--- src/rtl/irq_gate_pkg.sv ---
`default_nettype none

package irq_gate_pkg;

    // ------------------------------------------------------------
    // Register offsets inside the board window
    // ------------------------------------------------------------
    localparam int ADDR_W = 12;
    localparam logic [ADDR_W-1:0] OFS_FIRST_COUNTER = 12'h010;
    localparam logic [ADDR_W-1:0] OFS_SECOND_COUNTER = 12'h011;
    localparam logic [ADDR_W-1:0] OFS_COUNTER_CONFIG = 12'h013;
    localparam logic [ADDR_W-1:0] OFS_IRQ_CONTROL_ONE = 12'h014;
    localparam logic [ADDR_W-1:0] OFS_IRQ_CONTROL_TWO = 12'h015;
    localparam logic [ADDR_W-1:0] OFS_IRQ_CLEAR = 12'h016;

    // ------------------------------------------------------------
    // Field layout of irq_control_one
    // ------------------------------------------------------------
    localparam int DATA_W = 8;
    localparam int BIT_SOURCE_SELECT = 0;
    localparam int BIT_COUNTER_IRQ_ENABLE = 1;
    localparam int BIT_GLOBAL_IRQ_ENABLE = 2;
    localparam logic [DATA_W-1:0] CTRL_ONE_RESET = 8'h00;
    localparam logic [DATA_W-1:0] CTRL_TWO_RESET = 8'h00;

    // ------------------------------------------------------------
    // Timing counts, in clock cycles
    // ------------------------------------------------------------
    localparam int WRITE_TO_STROBE_CYC = 1;
    localparam int EDGE_TO_IRQ_CYC = 2;
    localparam int CLEAR_TO_IRQ_LOW_CYC = 2;

endpackage

`default_nettype wire

--- src/rtl/source_edge_detect.sv ---
`timescale 1ns/1ps
`default_nettype none

// Rising-edge detector for a counter output that is already synchronous.
module source_edge_detect
(
    // Clock and reset
    input wire logic clk,
    input wire logic srst,
    // Level in, pulse out
    input wire logic level,
    output logic rise
);

    logic prev_q;

    always_ff @(posedge clk)
    begin
        if (srst)
            prev_q <= 1'b0;
        else
            prev_q <= level;
    end

    assign rise = level & ~prev_q;

endmodule

`default_nettype wire

--- src/rtl/pending_latch.sv ---
`timescale 1ns/1ps
`default_nettype none

// Sticky request flag. A set in the same cycle as a clear wins, so an
// edge arriving while software acknowledges the previous one is kept.
module pending_latch
(
    // Clock and reset
    input wire logic clk,
    input wire logic srst,
    // Control
    input wire logic set,
    input wire logic clr,
    // State
    output logic pend_q
);

    logic pend_d;

    assign pend_d = set | (pend_q & ~clr);

    always_ff @(posedge clk)
    begin
        if (srst)
            pend_q <= 1'b0;
        else
            pend_q <= pend_d;
    end

endmodule

`default_nettype wire

--- src/rtl/counter_interrupt_gate.sv ---
// Functional notes
// - Global enable bit 2 set lets the board raise its interrupt.
// - Global enable clear keeps the interrupt low, whatever control two holds.
// - Counter enable bit 1 set lets the selected counter raise a request.
// - Counter enable clear gives counter outputs no effect on the request.
// - Source select bit 0 set: counter 1 is source, counter 0 prescales it.
// - Source select clear: counter 0 output is the interrupt source.
// - Without counters, bits 1 and 0 are reserved; only global enable works.
// - A byte write to offset 0x16 clears the request unless a source edge sets it in the same cycle; data ignored.
// - Control one decodes at 0x14, control two at 0x15.
// - Counter registers decode at 0x10 and 0x11, counter configuration at 0x13.
`timescale 1ns/1ps
`default_nettype none

module counter_interrupt_gate
    import irq_gate_pkg::*;
#(
    parameter bit HAS_COUNTERS = 1'b1
)
(
    // Clock and reset
    input wire logic clk,
    input wire logic srst,
    // Host byte write port
    input wire logic host_wr,
    input wire logic [ADDR_W-1:0] host_addr,
    input wire logic [DATA_W-1:0] host_wdata,
    // Counter outputs
    input wire logic counter0_out,
    input wire logic counter1_out,
    // Counter block write strobes and data
    output logic first_counter_wr_q,
    output logic second_counter_wr_q,
    output logic counter_config_wr_q,
    output logic [DATA_W-1:0] counter_wdata_q,
    output logic prescale_chain_q,
    // Interrupt control two contents for the port logic
    output logic [DATA_W-1:0] irq_control_two_q,
    // Interrupt state
    output logic irq_pending_q,
    output logic host_irq_q
);

    // ------------------------------------------------------------
    // Address decode
    // ------------------------------------------------------------
    logic hit_ctrl_one;
    logic hit_ctrl_two;
    logic hit_clear;
    logic hit_first_counter;
    logic hit_second_counter;
    logic hit_counter_config;

    assign hit_ctrl_one = host_wr && (host_addr == OFS_IRQ_CONTROL_ONE);
    assign hit_ctrl_two = host_wr && (host_addr == OFS_IRQ_CONTROL_TWO);
    assign hit_clear = host_wr && (host_addr == OFS_IRQ_CLEAR);
    assign hit_first_counter = host_wr && (host_addr == OFS_FIRST_COUNTER);
    assign hit_second_counter = host_wr && (host_addr == OFS_SECOND_COUNTER);
    assign hit_counter_config = host_wr && (host_addr == OFS_COUNTER_CONFIG);

    // ------------------------------------------------------------
    // Control registers
    // ------------------------------------------------------------
    // Only the live bits of control one are stored; its reserved bits are dropped at the
    // write so no stale value can ever steer the gate.
    logic [DATA_W-1:0] live_mask;
    logic [DATA_W-1:0] ctrl_one_q;
    logic [DATA_W-1:0] ctrl_one_d;
    logic [DATA_W-1:0] ctrl_two_d;

    assign live_mask = HAS_COUNTERS ? 8'h07 : 8'h04;
    assign ctrl_one_d = hit_ctrl_one ? (host_wdata & live_mask) : ctrl_one_q;
    assign ctrl_two_d = hit_ctrl_two ? host_wdata : irq_control_two_q;

    always_ff @(posedge clk)
    begin
        if (srst)
        begin
            ctrl_one_q <= CTRL_ONE_RESET;
            irq_control_two_q <= CTRL_TWO_RESET;
        end
        else
        begin
            ctrl_one_q <= ctrl_one_d;
            irq_control_two_q <= ctrl_two_d;
        end
    end

    logic global_irq_enable;
    logic counter_irq_enable;
    logic counter_source_select;

    assign global_irq_enable = ctrl_one_q[BIT_GLOBAL_IRQ_ENABLE];
    assign counter_irq_enable = ctrl_one_q[BIT_COUNTER_IRQ_ENABLE];
    assign counter_source_select = ctrl_one_q[BIT_SOURCE_SELECT];

    // ------------------------------------------------------------
    // Counter block strobes
    // ------------------------------------------------------------
    always_ff @(posedge clk)
    begin
        if (srst)
        begin
            first_counter_wr_q <= 1'b0;
            second_counter_wr_q <= 1'b0;
            counter_config_wr_q <= 1'b0;
            counter_wdata_q <= 8'h00;
            prescale_chain_q <= 1'b0;
        end
        else
        begin
            first_counter_wr_q <= hit_first_counter;
            second_counter_wr_q <= hit_second_counter;
            counter_config_wr_q <= hit_counter_config;
            counter_wdata_q <= host_wdata;
            prescale_chain_q <= counter_source_select;
        end
    end

    // ------------------------------------------------------------
    // Source selection and request latch
    // ------------------------------------------------------------
    // Counter 1 runs off counter 0 when chained, so its output is the one
    // watched; otherwise counter 0 is watched directly.
    logic selected_src;
    logic src_rise;
    logic pend_set;
    logic irq_d;

    assign selected_src = counter_source_select ? counter1_out
        : counter0_out;

    source_edge_detect u_edge
    (
        .clk(clk),
        .srst(srst),
        .level(selected_src),
        .rise(src_rise)
    );

    assign pend_set = src_rise && counter_irq_enable && HAS_COUNTERS;

    pending_latch u_pend
    (
        .clk(clk),
        .srst(srst),
        .set(pend_set),
        .clr(hit_clear),
        .pend_q(irq_pending_q)
    );

    // Counter enable also gates the output so a request latched earlier
    // cannot escape once software turns the counter source off.
    assign irq_d = irq_pending_q && counter_irq_enable && global_irq_enable;

    always_ff @(posedge clk)
    begin
        if (srst)
            host_irq_q <= 1'b0;
        else
            host_irq_q <= irq_d;
    end
endmodule

`default_nettype wire

--- config.mk ---
export PLATFORM = sky130hd
export DESIGN_NAME = counter_interrupt_gate
export DESIGN_NICKNAME = d
export VERILOG_FILES = /design/src/rtl/irq_gate_pkg.sv /design/src/rtl/source_edge_detect.sv /design/src/rtl/pending_latch.sv /design/src/rtl/counter_interrupt_gate.sv
export SDC_FILE = /design/constraint.sdc
export NUM_CORES = 1
export LEC_CHECK = 0
export BUFFER_PORTS_ARGS = -buffer_cell sky130_fd_sc_hd__buf_2
export CAP_MARGIN = 10
export CORE_UTILIZATION = 50
export CTS_BUF_LIST = sky130_fd_sc_hd__clkbuf_8
export DETAILED_ROUTE_END_ITERATION = 8
export GPL_TIMING_DRIVEN = 0
export PLACE_DENSITY = 0.84
export SLEW_MARGIN = 5
export SYNTH_ARGS = -nofsm -noshare
export SYNTH_HDL_FRONTEND = slang
export SYNTH_SLANG_ARGS = --single-unit
export TNS_END_PERCENT = 50
--- constraint.sdc ---
create_clock -name clk -period 4.5 [get_ports clk]
set_input_delay 0.45 -clock clk [delete_from_list [all_inputs] [get_ports clk]]
set_output_delay 0.45 -clock clk [all_outputs]
set_load 0.02 [all_outputs]
Word level (Yosys, flattened, before mapping)
Cells that the tools add are included.

Input port bits: 25. Register bits: 26. Output and inout bits: 22. Logic and storage cells: 31.

Mux-type cells: 1. Reduce and logical (&&, ||, !) cells: 9. Bitwise gates (word level): 5. Eq/ne operators: 6.

Operator list (count): $eq A12 B5 Y1 const B (6); $logic_and A1 B1 Y1 (9); $and A1 B1 Y1 (2); $not A1 Y1 (2); $mux W1 (1); $or A1 B1 Y1 (1).

Logic depth before layout (Yosys ltp)
Word-level depth: 5. Depth in mapped cells: 4.

Modules after synthesis
Synthesis repeated with hierarchy kept, for this count alone.

Cells, all modules: 85. Area, all modules: 978.4 um2.

By module, submodules not included: counter_interrupt_gate (seq. area each 480.5 um2, area each 892.1 um2, times used 1, cells an instance 78); source_edge_detect (seq. area each 20.0 um2, area each 47.5 um2, times used 1, cells an instance 3); pending_latch (seq. area each 20.0 um2, area each 38.8 um2, times used 1, cells an instance 4).

Least setup slack after synthesis
Ideal clock, no wire load.

Kind: in2reg. Start point: input port host_addr[9]. End point: register irq_control_two_q[0]. Path buffers: 1. Cell stages on the path: 4. Path slack: 2.432 ns. Arrival time: 1.947 ns. Data required time: 4.379 ns. Library setup time: 0.121 ns. Cell sequence: or4_4 > or4_4 > buf_6 > mux2_4.

Cells in the longest elaborated chain, start to end: 2.

Ends and longest elaborated chain: from (decl) (line counter_interrupt_gate.sv:26) `input wire logic [ADDR_W-1:0] host_addr,`; $eq A12 B5 Y1 (line counter_interrupt_gate.sv:55) `assign hit_ctrl_two = host_wr && (host_addr == OFS_IRQ_CONTROL_TWO);`; $logic_and A1 B1 Y1 (line counter_interrupt_gate.sv:55); to (signal assigned) (line counter_interrupt_gate.sv:85) `irq_control_two_q <= ctrl_two_d;`; to (decl) (line counter_interrupt_gate.sv:38) `output logic [DATA_W-1:0] irq_control_two_q,`.

No other way between the ends. A chain may end at the register's enable or synchronous reset.

Worst setup path in the final report
Start point: input port host_addr[9]. End point: register irq_control_two_q[5].

Same word-level chain as after synthesis.

==> reports/metrics.csv <==
metric,value,unit
status,"complete, no violations",
crit path max fanout,8,
Post-DP Area,1230,um^2
TritonCTS Sinks,26,
largest net degree at the start of global routing,16,
shortest period the worst path allows,1.95,ns
Die Span Y,45.9,um
fmax,513,MHz
number of gates resized after cts,0,
layout cells sized above 1,48.1,%
drt initial violations,5,
"Top FF cell, synth",dfxtp_1,
n_diodes,0,
CP endpoint kind,register,
final hold vios,0,
Async SR Flop Fraction,0,%
Synth area leaders,"dfxtp_1, mux2_4, nor2b_1",
area grow syn2layout,34.5,%
Unique masters post-synth,19,
fin. max-slew vios,0,
crit path launch type,input port,
Starting Density,54.7,%
# hold bufs at CTS,0,
clock tree buffer depth,2,
initial antenna violation count,0,
number of synthesized register bits,26,
period utilisation layout,43.3,%
unrepaired setup endpoints after global routing,false,
Rel. slew slack,73.2,%
Netlist Area Pre-Place,965,um^2
vias,740,
Final Cell Area,1300,um^2
# nets final,159,
io pins,47,
vias in the first global route,696,
H-tree depth,1,
"Clk Latency, worst-skew pair",0.27,ns
Yosys top cell area share,54.0,%
core area,1760,um^2
CTS tree,yes,
crit path DAT,2.11,ns
"IR drop worst, VDD",0.225,mV
DRC errors left,0,
Routed WL,1810,um
Leak Pwr,0.654,nW
most frequent cells in the layout,"buf_2, dfxtp_1, nor2b_1",
"Setup violations, final",0,
CP Class,input port to register,
FP Rows,15,
CP required,4.66,ns
TNS Setup,0,ns
"Seq/Total Area, Yosys",54.0,%
number of synthesized flops with an enable pin,0,
root buf cell,clkbuf_8,
"commonest non-fill, non-tap cell in the layout",buf_2,
GRT overflow,0,
wire per inst,11.5,um
clock slew seen by the registers of the worst setup and hold paths,0.09,ns
post-synthesis mux area share,15.7,%
class of the worst hold path,input port to register,
syn_nets,108,
Die Span X,45.9,um
total CTS buffers,3,
skew final,0.00323,ns
post-synthesis cell count,83,
setup bufs post-CTS,0,
first-pass GRT wire length,2810,um
GRT Total Usage,19.3,%
post-DP HPWL,1380,um
Max-Cap Viols,0,
worst slew pin tran,0.402,ns
largest family of logic cells by synthesized area,simple AND/OR/NAND/NOR gates,
Via density,4.68,
XOR/XNOR share of the synthesized area,0,%
Adder-Cell Fraction of Synth Area,0,%
Final ANT Viol Nets,0,
I/O Buffers,46,
post-synth top area cell,dfxtp_1,
PD cells,352,nW/um^2
post-synthesis compound-gate area fraction,0.908,%
Post-Synth Simple-Gate Area,26.7,%
DIE AREA,2110,um^2
YS warnings,0,
Initial DRT Pass Iterations,4,
syn_area_per_cell,11.6,um^2
GPL Wtd Cong,0.728,
## report_power, final
group | internal, mW | total [mW] | switching (mW)
clock | 0.119 | 0.189 | 0.0704
combinational | 0.0153 | 0.0325 | 0.0172
sequential | 0.234 | 0.235 | 0.000944
total | 0.368 | 0.457 | 0.0886
## final timing paths
check | from | cells past startpoint | slack (ns) | endpoint
worst max-delay path | host_addr[9] | 5 | 2.55 | irq_control_two_q[5]
worst min-delay path | srst | 2 | 0.40 | prescale_chain_q
worst max register to register | irq_control_two_q[0] | 2 | 3.68 | irq_control_two_q[0]
worst min register to register | u_edge.prev_q | 1 | 0.45 | u_pend.pend_q
## synth_stat cells (2+ instances only)
master     n
dfxtp_1   26
nor2b_1   13
nand2b_1   8
mux2_4     6
mux2i_1    5
nor2_1     4
nor4_1     3
or4_4      3
clkbuf_1   2
inv_1      2
nand2_1    2
nand3b_1   2
## cells by family (layout without fill, tap and decap cells)
logic type             count (synthesis)  count (layout)
flip-flops                            26              26
AO/OA/AOI/OAI                          1               1
multiplexers                          12              12
AND/OR/NAND/NOR                       39              39
buffers and inverters                  5              55
## flip-flops by register name (all words and copies together) (netlist names)
register / flops
ctrl_one_q: 3
u_pend.pend_q: 1
counter_wdata_q: 8
prescale_chain_q: 1
first_counter_wr_q: 1
u_edge.prev_q: 1
irq_control_two_q: 8
counter_config_wr_q: 1
second_counter_wr_q: 1
host_irq_q: 1
## area by class of cell
| class | count | area (um^2) |
|---|---|---|
| Sequential cell | 26 | 520 |
| Fill cell | 166 | 467 |
| Multi-Input combinational cell | 52 | 418 |
| Timing Repair Buffer | 46 | 230 |
| Clock buffer | 3 | 41.3 |
| Tap cell | 25 | 31.3 |
| Clock inverter | 1 | 30.0 |
| Buffer | 3 | 18.8 |
| Inverter | 2 | 7.51 |
## per-layer routing
layer	wire length [um]	GRT usage [%]
met1	792	20.1
met2	893	34.4
met3	117	5.56
met4	9	10.6
met5	0	0
## critical path: stages
cell    delay [ns]
buf_2         0.10
or4_4         0.56
or4_4         0.53
buf_6         0.17
mux2_4        0.30
## per-stage QoR
step / worst slack [ns] / std cells / total power [mW] / util [%] / hold WS (ns)
final: 2.55 / 158 / 0.457 / 73.5 / 0.403
after global placement: 2.30 / 154 / 0.272 / 69.5 / 0.428
after floorplan: 2.43 / 83 / 0.256 / - / 0.410
after detailed placement: 2.28 / 154 / 0.273 / 69.5 / 0.438
after CTS: 2.56 / 158 / 0.459 / 73.5 / 0.402
after global routing: 2.55 / 158 / 0.475 / 73.5 / 0.411
(Power assumes the default switching activity.)
